File: config.mk
export PLATFORM = sky130hd
export DESIGN_NAME = spi_pin_config_baud_gen
export DESIGN_NICKNAME = d
export VERILOG_FILES = /design/src/rtl/spi_pin_config_baud_gen.v
export VERILOG_INCLUDE_DIRS = /design/src /design/src/common
export SDC_FILE = /design/constraint.sdc
export NUM_CORES = 1
export LEC_CHECK = 0
export BUFFER_PORTS_ARGS = -buffer_cell sky130_fd_sc_hd__buf_4
export CORE_MARGIN = 2
export CORE_UTILIZATION = 30
export DETAILED_ROUTE_END_ITERATION = 8
export PLACE_DENSITY = 0.48
export SKIP_LAST_GASP = 1
export SLEW_MARGIN = 20
export SYNTH_ARGS = -nofsm -noshare
export SYNTH_HDL_FRONTEND = slang
export SYNTH_SLANG_ARGS = --single-unit
File: constraint.sdc
create_clock -name hclk -period 10.1 [get_ports hclk]
set_clock_uncertainty 0.1 [all_clocks]
set_input_delay 1.515 -clock hclk [delete_from_list [all_inputs] [get_ports hclk]]
set_output_delay 1.515 -clock hclk [all_outputs]
set_load 0.1 [all_outputs]
File: src/common/spi_cfg_map.vh
/*
 * Register map and field layout of the SPI configuration block.
 * Assumes a 32-bit AHB-Lite slave; byte address is four times the index.
 */
`ifndef SPI_CFG_MAP_VH
`define SPI_CFG_MAP_VH
`define CTL1_IDX 4'h0
`define CTL2_IDX 4'h1
`define BAUD_IDX 4'h2
`define STAT_IDX 4'h3
`define DATA_IDX 4'h5
`define IRQ_STAT_IDX 4'h8
`define IRQ_MASK_IDX 4'h9
`define CTL1_MASK 8'h73
`define CTL2_MASK 8'h1b
`define BAUD_MASK 8'h77
`define CTL1_RESET 8'h04
`define CTL2_RESET 8'h00
`define BAUD_RESET 8'h00
`define B_EN 6
`define B_MSTR 4
`define B_CPOL 3
`define B_CPHA 2
`define B_SELECT_OUT_ENABLE 1
`define B_LSBF 0
`define B_FAULT_DETECT_ENABLE 4
`define B_BIDIR_OUTPUT_ENABLE 3
`define B_SWAI 1
`define B_SPC 0
`define IRQ_FAULT 0
`define IRQ_DONE 1
`define IRQ_W 2
`define BITS_PER_BYTE 4'h8
`define LAST_EDGE 5'h0f
`define IDX_HI 5
`define IDX_LO 2
`define BAUD_PRE_HI 6
`define BAUD_PRE_LO 4
`define BAUD_SEL_HI 2
`define BAUD_SEL_LO 0
`endif

File: src/rtl/spi_pin_config_baud_gen.v
/*
 * SPI configuration, pin steering and baud generator with a minimal
 * master shifter, reached over AHB-Lite.
 * Assumes pin inputs are asynchronous; the pad ring resolves the
 * two-way pins from the output enables.
 */
`timescale 1ns/1ps
`include "spi_cfg_map.vh"

module spi_pin_config_baud_gen (
    // Bus clock, reset and freeze
    input wire hclk,
    input wire hresetn,
    input wire clk_en,
    // AHB-Lite slave
    input wire hsel,
    input wire [31:0] haddr,
    input wire [1:0] htrans,
    input wire hwrite,
    input wire [2:0] hsize,
    input wire [31:0] hwdata,
    input wire hready,
    output wire hreadyout,
    output wire hresp,
    output reg [31:0] hrdata,
    // Power mode
    input wire wait_mode,
    // Serial pins
    input wire ss_n_in,
    output wire ss_n_out,
    output wire ss_n_oe,
    input wire sck_in,
    output wire sck_out,
    output wire sck_oe,
    input wire mosi_in,
    output wire mosi_out,
    output wire mosi_oe,
    input wire miso_in,
    output wire miso_out,
    output wire miso_oe,
    // Interrupt
    output wire irq
);
    // Transfer states. The lead state holds select low for half a serial
    // clock, and the first shift half adds another before the first edge, so the far side sees its data set up
    // well ahead of the first sampling edge.
    localparam ST_IDLE = 2'b00;
    localparam ST_LEAD = 2'b01;
    localparam ST_SHIFT = 2'b10;

    // Configuration, data path and counters; every flop below stops
    // while clk_en is low, so a frozen block resumes where it left off.
    reg [7:0] ctl1_q, ctl2_q, baud_q, data_tx_q, data_rx_q, shift_q;
    reg [1:0] state_q;
    reg [2:0] pre_cnt_q;
    reg [10:0] pow_cnt_q;
    reg sck_q, fault_q, rx_hold_q;
    reg [3:0] bit_cnt_q;
    reg [4:0] edge_cnt_q;
    reg [`IRQ_W-1:0] irq_stat_q, irq_mask_q;
    reg [1:0] ss_sync_q, miso_sync_q, mosi_sync_q;
    reg wr_q;
    reg [3:0] idx_q;
    reg tx_pend_q;

    // Registered address phase; one wait-free data phase
    wire take = hsel & hready & htrans[1];
    always @(posedge hclk or negedge hresetn) begin
        if (!hresetn) begin
            wr_q <= 1'b0;
            idx_q <= 4'h0;
        end else if (clk_en) begin
            wr_q <= take & hwrite;
            // Index only moves on a taken transfer, so the read mux holds
            if (take)
                idx_q <= haddr[`IDX_HI:`IDX_LO];
        end
    end
    // Every register answers in the first data phase, which keeps the
    // bus side down to five flops and no wait states
    assign hreadyout = 1'b1;
    assign hresp = 1'b0;

    // Decoded control bits. Reserved bits are masked on write, so these
    // are exactly what software reads back.
    wire master = ctl1_q[`B_MSTR];
    wire enabled = ctl1_q[`B_EN];
    wire fault_detect_enable = ctl2_q[`B_FAULT_DETECT_ENABLE];
    wire select_out_enable = ctl1_q[`B_SELECT_OUT_ENABLE];
    wire spc = ctl2_q[`B_SPC];
    wire bidir_oe = ctl2_q[`B_BIDIR_OUTPUT_ENABLE];
    wire ss_sync = ss_sync_q[1];
    wire rx_bit = spc ? mosi_sync_q[1] : miso_sync_q[1];

    // Synchronisers for asynchronous pin inputs
    // Only the second stage is ever read; the cost is two bus cycles of
    // latency on every sampled level, which bounds the fastest divisor
    // that can still capture incoming data.
    always @(posedge hclk or negedge hresetn) begin
        if (!hresetn) begin
            ss_sync_q <= 2'b11;
            miso_sync_q <= 2'b00;
            mosi_sync_q <= 2'b00;
        end else if (clk_en) begin
            ss_sync_q <= {ss_sync_q[0], ss_n_in};
            miso_sync_q <= {miso_sync_q[0], miso_in};
            mosi_sync_q <= {mosi_sync_q[0], mosi_in};
        end
    end

    // Data-phase write to one word index
    function wr_hit(input w, input [3:0] cur, input [3:0] want);
        begin
            wr_hit = w & (cur == want);
        end
    endfunction

    // Write decode for the configuration registers
    wire wr_ctl1 = wr_hit(wr_q, idx_q, `CTL1_IDX);
    wire wr_ctl2 = wr_hit(wr_q, idx_q, `CTL2_IDX);
    wire wr_baud = wr_hit(wr_q, idx_q, `BAUD_IDX);
    wire wr_data = wr_hit(wr_q, idx_q, `DATA_IDX);
    wire [7:0] ctl1_new = hwdata[7:0] & `CTL1_MASK;
    wire [7:0] ctl2_new = hwdata[7:0] & `CTL2_MASK;
    wire [7:0] baud_new = hwdata[7:0] & `BAUD_MASK;

    // A change of any bit but SWAI and control one bit 5 while master aborts (bidir output enable only in bidirectional mode), even between frames, where the
    // abort is harmless. The far side sees its frame cut short, so software
    // must bring the remote device back to idle on its own.
    // abort on config change
    wire chg1 = wr_ctl1 & ((ctl1_new[`B_CPOL] != ctl1_q[`B_CPOL]) |
        (ctl1_new[`B_CPHA] != ctl1_q[`B_CPHA]) | (ctl1_new[`B_SELECT_OUT_ENABLE] != select_out_enable) |
        (ctl1_new[`B_LSBF] != ctl1_q[`B_LSBF]));
    wire chg2 = wr_ctl2 & ((ctl2_new[`B_FAULT_DETECT_ENABLE] != fault_detect_enable) |
        (ctl2_new[`B_SPC] != spc));
    wire chgb = wr_baud & (baud_new != baud_q);
    wire chg_oe = wr_ctl2 & spc & (ctl2_new[`B_BIDIR_OUTPUT_ENABLE] != bidir_oe);
    wire fault_evt = master & enabled & fault_detect_enable & ~select_out_enable & ~ss_sync;
    wire abort = (master & (chg1 | chg2 | chgb | chg_oe)) | fault_evt |
        (wr_ctl1 & (ctl1_new[`B_MSTR] != master)) | ~enabled;

    // A mode fault drops master and wins over a same-cycle control one
    // write, so software cannot reclaim the bus as the fault lands.
    // control two and baud writable any time, reserved masked
    always @(posedge hclk or negedge hresetn) begin
        if (!hresetn) begin
            ctl1_q <= `CTL1_RESET;
            ctl2_q <= `CTL2_RESET;
            baud_q <= `BAUD_RESET;
            irq_mask_q <= {`IRQ_W{1'b0}};
        end else if (clk_en) begin
            if (fault_evt)
                ctl1_q[`B_MSTR] <= 1'b0;
            else if (wr_ctl1)
                ctl1_q <= ctl1_new;
            if (wr_ctl2)
                ctl2_q <= ctl2_new;
            if (wr_baud)
                baud_q <= baud_new;
            if (wr_hit(wr_q, idx_q, `IRQ_MASK_IDX))
                irq_mask_q <= hwdata[`IRQ_W-1:0];
        end
    end

    // Two stages: the prescaler counts preselect plus one cycles, the
    // power stage two to the select. Together they make half a serial
    // period, and two halves make the full divisor.
    // divisor from preselect and select
    wire [2:0] presel = baud_q[`BAUD_PRE_HI:`BAUD_PRE_LO];
    wire [2:0] sel = baud_q[`BAUD_SEL_HI:`BAUD_SEL_LO];
    wire [10:0] half_pow = 11'h001 << sel;
    wire gen_run = ~(wait_mode & ctl2_q[`B_SWAI]);
    wire pre_tick = (pre_cnt_q == presel);
    wire half_tick = gen_run & pre_tick & (pow_cnt_q == half_pow - 11'h001);

    // Clearing at idle makes the lead half period exact for every
    // transfer, whatever the counters held when the last one stopped.
    // prescaler, power divider, cleared while idle
    // one toggle per half divisor, so rate is bus clock over divisor
    always @(posedge hclk or negedge hresetn) begin
        if (!hresetn) begin
            pre_cnt_q <= 3'h0;
            pow_cnt_q <= 11'h000;
        end else if (clk_en) begin
            if (state_q == ST_IDLE || abort) begin
                pre_cnt_q <= 3'h0;
                pow_cnt_q <= 11'h000;
            end else if (gen_run) begin
                pre_cnt_q <= pre_tick ? 3'h0 : pre_cnt_q + 3'h1;
                if (pre_tick)
                    pow_cnt_q <= half_tick ? 11'h000 : pow_cnt_q + 11'h001;
            end
        end
    end

    // Clock mode zero framing: data is set before the leading edge, the
    // incoming bit is caught on the leading edge and the shifter moves on
    // the trailing edge, so the outgoing line never changes at the edge
    // on which the far side samples it.
    // Limitation: the pin synchroniser delays the sampled bit by two bus
    // cycles, so a half period under three bus cycles reads stale data;
    // software keeps the divisor at six or more when it receives.
    // bit order select on the shifter
    wire [7:0] shift_nxt = ctl1_q[`B_LSBF] ? {rx_hold_q, shift_q[7:1]} :
        {shift_q[6:0], rx_hold_q};

    // Master transfer engine: half clock lead, then sixteen edges
    always @(posedge hclk or negedge hresetn) begin
        if (!hresetn) begin
            state_q <= ST_IDLE;
            sck_q <= 1'b0;
            shift_q <= 8'h00;
            edge_cnt_q <= 5'h00;
            data_rx_q <= 8'h00;
            data_tx_q <= 8'h00;
            tx_pend_q <= 1'b0;
            bit_cnt_q <= 4'h0;
            rx_hold_q <= 1'b0;
        end else if (clk_en) begin
            if (wr_data) begin
                data_tx_q <= hwdata[7:0]; // top bit stays at seven
                tx_pend_q <= 1'b1;
            end
            if (abort) begin
                state_q <= ST_IDLE;
                sck_q <= 1'b0;
                edge_cnt_q <= 5'h00;
            end else begin
                case (state_q)
                    ST_IDLE: begin
                        // A queued byte starts once its write has landed,
                        // so the shifter never loads a byte still on the bus
                        if (master && tx_pend_q && !wr_data) begin
                            shift_q <= data_tx_q;
                            tx_pend_q <= 1'b0;
                            bit_cnt_q <= 4'h0;
                            state_q <= ST_LEAD;
                        end
                    end
                    ST_LEAD: begin
                        if (half_tick)
                            state_q <= ST_SHIFT;
                    end
                    ST_SHIFT: begin
                        if (half_tick) begin
                            sck_q <= ~sck_q;
                            edge_cnt_q <= edge_cnt_q + 5'h01;
                            if (!sck_q) begin
                                rx_hold_q <= rx_bit;
                            end else begin
                                shift_q <= shift_nxt;
                                bit_cnt_q <= bit_cnt_q + 4'h1;
                            end
                            if (edge_cnt_q == `LAST_EDGE) begin
                                data_rx_q <= shift_nxt;
                                edge_cnt_q <= 5'h00;
                                state_q <= ST_IDLE;
                            end
                        end
                    end
                    default: state_q <= ST_IDLE;
                endcase
            end
        end
    end
    wire done_evt = (state_q == ST_SHIFT) & half_tick & (edge_cnt_q == `LAST_EDGE) & ~abort;

    // Sticky events; set wins over write-one-to-clear
    // An event and a clear of the same bit can meet in one cycle; the
    // event wins so no completed transfer is lost. The status flag
    // clears on a control one write, never on a read.
    wire clr = wr_hit(wr_q, idx_q, `IRQ_STAT_IDX);
    wire [`IRQ_W-1:0] evt = {done_evt, fault_evt};
    always @(posedge hclk or negedge hresetn) begin
        if (!hresetn) begin
            irq_stat_q <= {`IRQ_W{1'b0}};
            fault_q <= 1'b0;
        end else if (clk_en) begin
            irq_stat_q <= (irq_stat_q & ~(clr ? hwdata[`IRQ_W-1:0] : {`IRQ_W{1'b0}})) | evt;
            if (fault_evt)
                fault_q <= 1'b1;
            else if (wr_ctl1)
                fault_q <= 1'b0;
        end
    end
    assign irq = |(irq_stat_q & irq_mask_q);

    // Read mux; unmapped words read zero
    // No read has a side effect, so a repeated read is always safe.
    always @* begin
        case (idx_q)
            `CTL1_IDX: hrdata = {24'h000000, ctl1_q};
            `CTL2_IDX: hrdata = {24'h000000, ctl2_q};
            `BAUD_IDX: hrdata = {24'h000000, baud_q};
            `STAT_IDX: hrdata = {24'h000000, 3'b000, fault_q, 4'h0};
            `DATA_IDX: hrdata = {24'h000000, data_rx_q};
            `IRQ_STAT_IDX: hrdata = {30'h0, irq_stat_q};
            `IRQ_MASK_IDX: hrdata = {30'h0, irq_mask_q};
            default: hrdata = 32'h00000000;
        endcase
    end

    // Pin steering
    // Nothing is driven while the port is disabled, and a fault drops
    // master so all master outputs release in the same cycle.
    wire active = enabled & (state_q != ST_IDLE);
    assign ss_n_out = ~active;
    // select only driven when master, detect and out enable
    assign ss_n_oe = enabled & master & fault_detect_enable & select_out_enable;
    assign sck_out = sck_q ^ ctl1_q[`B_CPOL];
    assign sck_oe = enabled & master;
    wire tx_bit = ctl1_q[`B_LSBF] ? shift_q[0] : shift_q[7];
    assign mosi_out = tx_bit;
    assign mosi_oe = enabled & master & (~spc | bidir_oe);
    // slave pin use, MISO gated by bidir enable
    assign miso_out = tx_bit;
    assign miso_oe = enabled & ~master & ~ss_sync & (~spc | bidir_oe);
endmodule

==> impl.org, run 1 <==
** Critical path
- Worst setup EP type :: register
- Counting cells, the worst reg-to-reg path comes to 10.
- Setup slack of the most critical reg-to-reg path :: 6.09 ns
- The worst register-to-register path begins at baud_q[2].
- Largest fanout on the critical path :: 14
- Kind of start point of the critical path :: input port
- The worst setup path is of the input port to register kind.
- End of the worst register-to-register path :: pow_cnt_q[10]
- Data arrives at the worst endpoint at 4.40 ns.
- Required arrival time at the worst endpoint :: 10.23 ns

** STA
- The count of final max-slew check failures came to 0.
- Unrepaired setup endpoints after global routing :: no
- Number of failing hold endpoints at the final stage :: 0
- Counting I/O delays and the setup requirement, the final critical path takes 4.271 ns.
- Dividing the final minimum period by the clock period gives 0.4228.
- Setup violations, final :: 0
- Summed over all failing endpoints, the final setup total negative slack is 0 ns.
- Slew of the pin with the lowest slew margin :: 1.060 ns
- Timing would allow up to 234.2 MHz.
- Headroom to the max-slew limit came out at 0.2870.

** Detailed routing
- Average detailed-routed wire length per instance :: 17.64 um
- Antenna viol nets, final :: 0
- The detailed router placed 3497 vias in this run.
- DRC viols :: 0
- After the first detailed-routing iteration, the DRC count stood at 293.
- DRT Pass-1 Iters :: 4
- After detailed routing, the number of vias per cell comes to 5.227.
- Total wirelength of the detailed-routed design :: 11.80 mm

** Global route
- The first global-routing pass estimated 18.64 mm of wire.
- The number of global-route vias before repair was 3332.
- Across every metal layer, demand over resource in global routing totals 0.1501.
- Pin count of the biggest net entering global routing :: 81
- The initial antenna violation count is 0.
- Grt total ovfl :: 0

** Power and ir drop
- Of the total power, registers draw 0.393.
- Part of the total power dissipated in combinational logic :: 0.245
- Areal power density over the cells :: 182.9 mW/mm^2
- Summed over all nets, the switching power comes to 324.2 uW.
- Of the total power, the share spent switching nets is 0.3330.
- Pleak :: 0.002446 uW
- The internal power of the cells totals 649.3 uW.
- Worst vdd ir :: 0.09720 mV
- The share of total power dissipated in the clock network is 0.362.

** Logic synthesis
- Post-Syn Instances :: 449
- Post-synthesis sequential area ratio :: 0.4315
- For this run, the number of Yosys warnings is 0.
- The largest total area in the synthesized netlist belongs to dfrtp_1.
- Share of flip-flops with an asynchronous set or reset after synthesis :: 1.000
- Top cell type's share of synthesized area :: 0.4145
- Of the post-synthesis cell area, the part taken by muxes is 0.1424.
- In this run, synthesis produced a sequential element count of 80.
- After synthesis, the largest family of logic cells by area is simple AND/OR/NAND/NOR gates.
- Avg Synthesized Cell Area :: 10.35 um^2
- Ranked by total cell area, the synthesized netlist is headed by dfrtp_1, mux2_2, buf_4, nand2_1, o21ai_0.
- Among all flip-flop cells after synthesis, the most frequent one is dfrtp_1.
- Fraction of synthesized cell area in xor and xnor cells :: 0.03203
- The share of the synthesized area in compound gates (AO/OA/AOI/OAI) came to 0.1303.
- Of the total synthesized cell area, the portion taken by full adders, half adders and majority gates is 0.01077.
- Netlist Area Pre-Place :: 0.004648 mm^2
- Unique masters post-synth :: 60
- Counting flops with a built-in enable in the synthesized netlist gives 0.
- Share of synthesized cell area in and, or, nand and nor gates :: 0.1760

** Floorplanning
- FP Rows :: 45
- The die covers 0.01651 mm^2.
- 123 I/O pins were placed.
- From bottom edge to top edge, the die measures 128.5 um.
- Initial core utilization :: 0.3069
- The core region is 0.01515 mm^2.
- Measured along the x axis, the die boundary spans 128.5 um.

** Cells and area
- Proportion of layout cells with a drive suffix above 1 :: 0.2620
- After filler insertion, the fill cell instance count of the layout stands at 1505.
- The library cells used most frequently in the layout, excluding fill and tap cells, are dfrtp_1, mux2_2, buf_4.
- Number of nets in the finished design :: 560
- Syn-to-layout area delta :: 14.48%
- Number of antenna repair diodes :: 0
- The library cell used most frequently in the layout, excluding fill and tap cells, is dfrtp_1.
- Post-layout util :: 0.3513

** Worst hold path
- The path with the worst hold slack has its endpoint at edge_cnt_q[3].
- The worst hold path begins at edge_cnt_q[3].
- Along the worst hold path, the cell count comes to 1.
- The min-delay analysis places its worst path in the category register to register.

** Clocking
- The tree is rooted in a clkbuf_16.
- Once the clock tree was built, the resizer swapped 0 gates to a different size.
- Hold-fix buffers at CTS :: 0
- Clock-pin slew on the worst setup and hold paths :: 0.06 ns
- In this run the number of H-tree levels came out at 3.
- The clock passes through at most 2 buffers.
- The number of setup buffers added after CTS is 0.
- TritonCTS built the clock tree.
- Number of buffers created by CTS :: 9
- The clock net in this run drives a total of 80 sinks.
- Clock latency on the worst-skew pair, taken at its later pin, is 0.35 ns.

** Placement
- Routability Congestion :: 0.7997
- HPWL Detailed :: 8.281 mm
- Port buffering added 39 buffers.

** Outcome
- The flow ran to the end, and the final reports show no timing, DRC or antenna violations.

** Job
- Across the run, the number of max-cap violations was 0.
-- logic make-up after synthesis --
family	count (synthesis)
AOI/OAI and AO/OA	82
xor gates and xnor gates	17
adders and majority gates	4
buffers and inverters	63
DFF	80
muxes	57
other	2
and+or+nand+nor	144
-- per-stage QoR --
stage | area [um^2] | power, uW | worst slack (ns) | hold slack [ns] | instances
after detailed placement | 5000 | 627.1 | 5.471 | 0.3710 | 653
after floorplan | 4738 | 574.1 | 4.796 | 0.3448 | 473
final | 5321 | 973.5 | 5.829 | 0.3815 | 669
after CTS | 5318 | 986.2 | 5.840 | 0.3816 | 669
after global placement | 4995 | 623.8 | 5.531 | 0.3617 | 653
after global routing | 5321 | 1019 | 5.614 | 0.4121 | 669
-- worst max-delay path, cell delays in order --
cell and delay (ns):
buf_4 0.17, xnor2_1 0.16, nand4_1 0.11, o2111ai_1 0.20, o2111ai_1 0.15, buf_4 0.22
nor4_1 0.87, o21ai_1 0.51, a221o_1 0.48
-- synth_stat cells (3+ instances only) --
library cell / n
dfrtp_1: 77
mux2_2: 53
nand2_1: 35
buf_4: 27
o21ai_0: 22
and3_1: 17
nor2_1: 16
clkbuf_1: 13
xnor2_1: 12
inv_1: 11
nand3_1: 11
buf_2: 10
nor4_1: 10
nand4_1: 9
a21oi_1: 8
a221o_1: 8
nor2b_1: 7
nor3_1: 7
nand2b_1: 6
o31ai_1: 6
or3_1: 5
xor2_1: 5
a222oi_1: 4
a22o_1: 4
a22oi_1: 4
ha_1: 4
a21o_1: 3
and2_1: 3
dfstp_2: 3
nor4b_1: 3
o41ai_1: 3
-- routing by layer --
layer / routed length (um) / vias to the layer above / share of wire / GRT usage
met3: 802 / 14 / 0.068 / 0.04324
met4: 231 / 0 / 0.020 / 0.05236
met2: 5344 / 109 / 0.45 / 0.2243
met5: 0 / - / 0 / 0
met1: 5426 / 1715 / 0.46 / 0.2080
li1: - / 1659 / - / -
-- layout make-up --
class / instances / area (um^2) / share of cell area
tap: 188 / 235.2 / 0.04420
multi-input combinational: 330 / 2387 / 0.4486
sequential: 80 / 2006 / 0.3769
inverter: 11 / 41.29 / 0.007759
timing repair buffer: 44 / 334.1 / 0.06278
clock buffer: 13 / 250.2 / 0.04703
clock inverter: 3 / 67.56 / 0.01270
-- worst max-delay path by stage --
stage	start	slack (ns)	end	cells past startpoint
2_1_floorplan	ctl1_q[4]	4.80	miso_oe	2
3_3_place_gp	hwdata[0]	5.53	shift_q[0]	9
3_5_place_dp	hwdata[0]	5.47	shift_q[3]	9
4_1_cts	hwdata[0]	5.84	shift_q[7]	9
5_1_grt	hwdata[1]	5.61	shift_q[7]	9
6_report	hwdata[0]	5.83	shift_q[0]	9
-- power groups by stage --
stage	Sequential (uW)	Combinational, uW	Clock, uW
final	382	238	353
after global routing	387	256	376
after CTS	382	240	364
after detailed placement	388	239	0
after global placement	388	236	0
after floorplan	361	213	0
-- registers in the layout, summed over array words and instances (netlist names), 4 cells and up --
name and cells:
data_rx_q 8, shift_q 8, ctl1_q 6, ctl2_q 4, idx_q 4, edge_cnt_q 5, data_tx_q 8, baud_q 6
pow_cnt_q 11
No activity file was read; power rests on OpenSTA's default activity.
==> inputs of run 2 (changes only) <==
--- a/config.mk
+++ b/config.mk
@@ -6,11 +6,12 @@
 export SDC_FILE = /design/constraint.sdc
 export NUM_CORES = 1
 export LEC_CHECK = 0
+export ABC_AREA = 1
 export BUFFER_PORTS_ARGS = -buffer_cell sky130_fd_sc_hd__buf_4
 export CORE_MARGIN = 2
 export CORE_UTILIZATION = 30
 export DETAILED_ROUTE_END_ITERATION = 8
-export PLACE_DENSITY = 0.48
+export PLACE_DENSITY = 0.5
 export SKIP_LAST_GASP = 1
 export SLEW_MARGIN = 20
 export SYNTH_ARGS = -nofsm -noshare
==> constraint.sdc (replaced) <==
create_clock -name hclk -period 3.7 [get_ports hclk]
set_clock_uncertainty 0.1 [all_clocks]
set_input_delay 0.555 -clock hclk [delete_from_list [all_inputs] [get_ports hclk]]
set_output_delay 0.555 -clock hclk [all_outputs]
set_load 0.1 [all_outputs]
==> impl.org, run 2 <==
** Cells and area
- Syn-to-layout area delta :: 14.16%
- Register with the most flip-flops :: pow_cnt_q
- The register with the most flip-flops in the layout has 11 of them.
- Most common cell after layout, fill and taps aside :: nand2_1
- Of the cells placed in the final design, the portion with a size suffix greater than 1 is 0.1271.
- The number of antenna diodes in the final layout is 0.
- Most used cells in the layout excluding fill and tap cells :: nand2_1, inv_1, dfrtp_1
- Post-Layout Inst Area :: 0.005537 mm^2
- Number of nets in the finished design :: 803

** Detailed routing
- Across all layers, the routed design uses 4253 vias.
- Number of vias per cell after detailed routing :: 4.524
- Number of DRC violations after detailed-routing iteration 0 :: 254
- Dividing the detail-routed wire length by the instance count gives 13.14 um.
- Antenna viol nets, final :: 0
- DRT Pass-1 Iters :: 4
- For this run, design rule violations remaining after detail routing come to 0.
- Summed over all layers, the routed wires come to 12.35 mm.

** Global route
- The number of global-route vias before repair was 4075.
- The initial antenna violation count came to 0.
- Entering global routing, the biggest net connects 81 pins.
- Summed over all layers, the global routing overflow is 0.
- All-layer global routing usage :: 0.1489
- Wire length of the first global-routing pass :: 20.71 mm

** Critical path
- Data arrives at the worst endpoint at 3.01 ns.
- For this run, the slowest stage of the critical path takes 0.54 ns.
- Cells on worst reg2reg path :: 15
- Kind of start point of the critical path :: register
- Counting both buffers and inverters, the worst setup path holds a total of 1.
- Worst setup EP type :: register
- Cells traversed along the worst timing path :: nor2_2 -> nand2_1 -> ha_1 -> nand2_1 -> nand2_1 -> nand2_1 -> nand3_1 -> nor2_1 -> nand2_1 -> nor2_2 -> inv_2 -> nor2_4 -> nand3_4 -> nand2_1 -> o21ai_1
- Among all stages on the critical path, the largest delay is contributed by dfrtp_1.
- In this run the register-to-register setup slack is 0.82 ns.
- In this design, the critical path's most frequently occurring cell is nand2_1.
- End of the worst register-to-register path :: data_rx_q[2]
- Largest fanout on the critical path :: 17
- Largest delay contributor family on the critical path :: simple AND/OR/NAND/NOR gates
- For the worst setup path, the data required time is 3.83 ns.
- The startpoint identified for the worst register-to-register timing path is baud_q[2].
- Class of the most critical setup path :: register to register

** Floorplanning
- In this run the standard cell core region covers 0.01583 mm^2.
- Overall die height :: 131.1 um
- The floorplan has 46 rows.
- Die boundary width :: 131.1 um
- Initial core utilization :: 0.3064
- The floorplan step defined a die boundary enclosing 0.01720 mm^2.
- For this design the top-level I/O count stands at 123.

** Outcome
- The flow ran to the end, and the final reports show no timing, DRC or antenna violations.

** Clocking
- Post-CTS repair changed the size of 0 cells.
- Root Buffer :: clkbuf_16
- Sinks on the clock net :: 80
- After clock tree synthesis, the flow added hold-fix buffers numbering 0.
- The clock reaches the later pin of the worst-skew pair after 0.34 ns.
- Clock-pin slew on the worst setup and hold paths :: 0.07 ns
- Post-CTS timing repair inserted 0 buffers for setup.
- The longest clock path from root to sink contains 2 buffers.
- The H-tree was split into 3 levels.
- Clock tree synthesis inserted a total of 9 buffers.
- TritonCTS built the clock tree.

** Logic synthesis
- In this run, synthesis inferred 0 flip-flops with an integrated enable.
- The commonest cells after synthesis are nand2_1, inv_1, dfrtp_1, o21ai_0, nor2_1.
- Unique masters post-synth :: 40
- Synthesis produced a netlist whose cell count is 686.
- Netlist Area Pre-Place :: 0.004850 mm^2
- The share of the Yosys chip area taken by registers is 0.4136.
- Yosys instantiated no cell more often than nand2_1.
- Top cell type's share of synthesized area :: 0.3973
- The largest total area in the synthesized netlist belongs to dfrtp_1.
- Prevailing post-synth register cell :: dfrtp_1
- Counting flops with an async set or reset pin after synthesis yields a share of 1.000.
- Biggest area contributors in the synthesized netlist :: dfrtp_1, nand2_1, inv_1, o21ai_0, buf_4
- Avg Synthesized Cell Area :: 7.069 um^2
- The synthesized design contains 80 register bits.
- Warnings, synthesis :: 0

** Power and ir drop
- Internal power of the cells :: 1676 uW
- Of the total power, registers draw 0.376.
- Clock share of power :: 0.332
- The analysis attributes to net switching a power of 1068 uW.
- The share of total power dissipated in combinational logic is 0.292.
- Areal power density over the cells :: 495.6 mW/mm^2
- Worst vdd ir :: 0.2775 mV
- Of the total power, the share spent switching nets is 0.3893.
- For this design the static power due to leakage is 0.002731 uW.

** Placement
- The congestion estimate from routability-driven global placement came to 0.8586.
- Summing all placed instances gives a cell area of 0.005235 mm^2.
- During placement, the flow inserted port buffers numbering 39.
- HPWL Detailed :: 9.378 mm

** STA
- Of the available clock period, the critical path in the final layout requires 0.7791.
- TNS Setup :: 0 ns
- Upper clock frequency limit :: 346.9 MHz
- Setup violations, final :: 0
- The count of final max-slew check failures came to 0.
- Unrepaired setup endpoints after global routing :: no
- In this run the tightest slew margin relative to its limit is 0.4987.
- Slew of the pin with the lowest slew margin :: 0.7520 ns
- The number of endpoints with negative hold slack in the final report came to 0.
- Final hold analysis gives a worst-case slack of 0.1471 ns.
- Minimum clock period :: 2.883 ns

** Job
- The tool flagged a number of max-cap violations equal to 0.

** Worst hold path
- Min-delay worst type :: input port to asynchronous set/reset pin
-- run 2: final cells by class --
class	instances	area, um^2
clock inverter	6	68.82
timing repair buffer	42	319.1
inverter	92	345.3
fill	1734	10290
tap	216	270.3
multi-input combinational	494	2298
clock buffer	10	229.0
sequential	80	2006
-- run 2: through the flow --
step	std cells	power [uW]	setup WS, ns	utilization
5_1_grt	940	2893	0.5776	0.3498
3_3_place_gp	924	1848	0.8821	0.3308
6_report	940	2744	0.8172	0.3498
4_1_cts	940	2775	0.8162	0.3496
2_1_floorplan	710	1697	0.1817	-
3_5_place_dp	924	1856	0.8355	0.3308
-- run 2: kinds of logic (layout without fill, tap and decap cells) --
| family | after synthesis | count (layout) | synth area share |
|---|---|---|---|
| AND/OR/NAND/NOR | 355 | 355 | 0.3135 |
| XOR/XNOR | 8 | 8 | 0.01445 |
| adder cells (fa/ha/maj) | 4 | 4 | 0.01032 |
| other | 2 | 26 | 0.001549 |
| buffers and inverters | 136 | 150 | 0.1324 |
| flip-flops | 80 | 80 | 0.4136 |
| AO/OA/AOI/OAI | 101 | 101 | 0.1143 |
-- run 2: how the worst max path moves through the flow --
stage | startpoint | endpoint | slack, ns | cells past startpoint
floorplan | idx_q[2] | hrdata[4] | 0.18 | 3
finish | baud_q[2] | data_rx_q[2] | 0.82 | 15
CTS | baud_q[2] | data_rx_q[2] | 0.82 | 15
global route | baud_q[2] | data_rx_q[5] | 0.58 | 15
detailed placement | baud_q[2] | data_rx_q[1] | 0.84 | 15
global placement | baud_q[2] | data_rx_q[2] | 0.88 | 15
-- run 2: metal layers --
layer,share of wire,track usage
met1,0.50,0.2105
met2,0.44,0.2319
met3,0.042,0.02006
met4,0.018,0.05616
met5,0,0
-- run 2: power by group through the flow --
stage	clock network, uW	registers [uW]	logic [uW]
CTS	932	1030	811
floorplan	0	1020	673
finish	911	1030	801
detailed placement	0	1050	808
global route	964	1040	885
global placement	0	1050	802
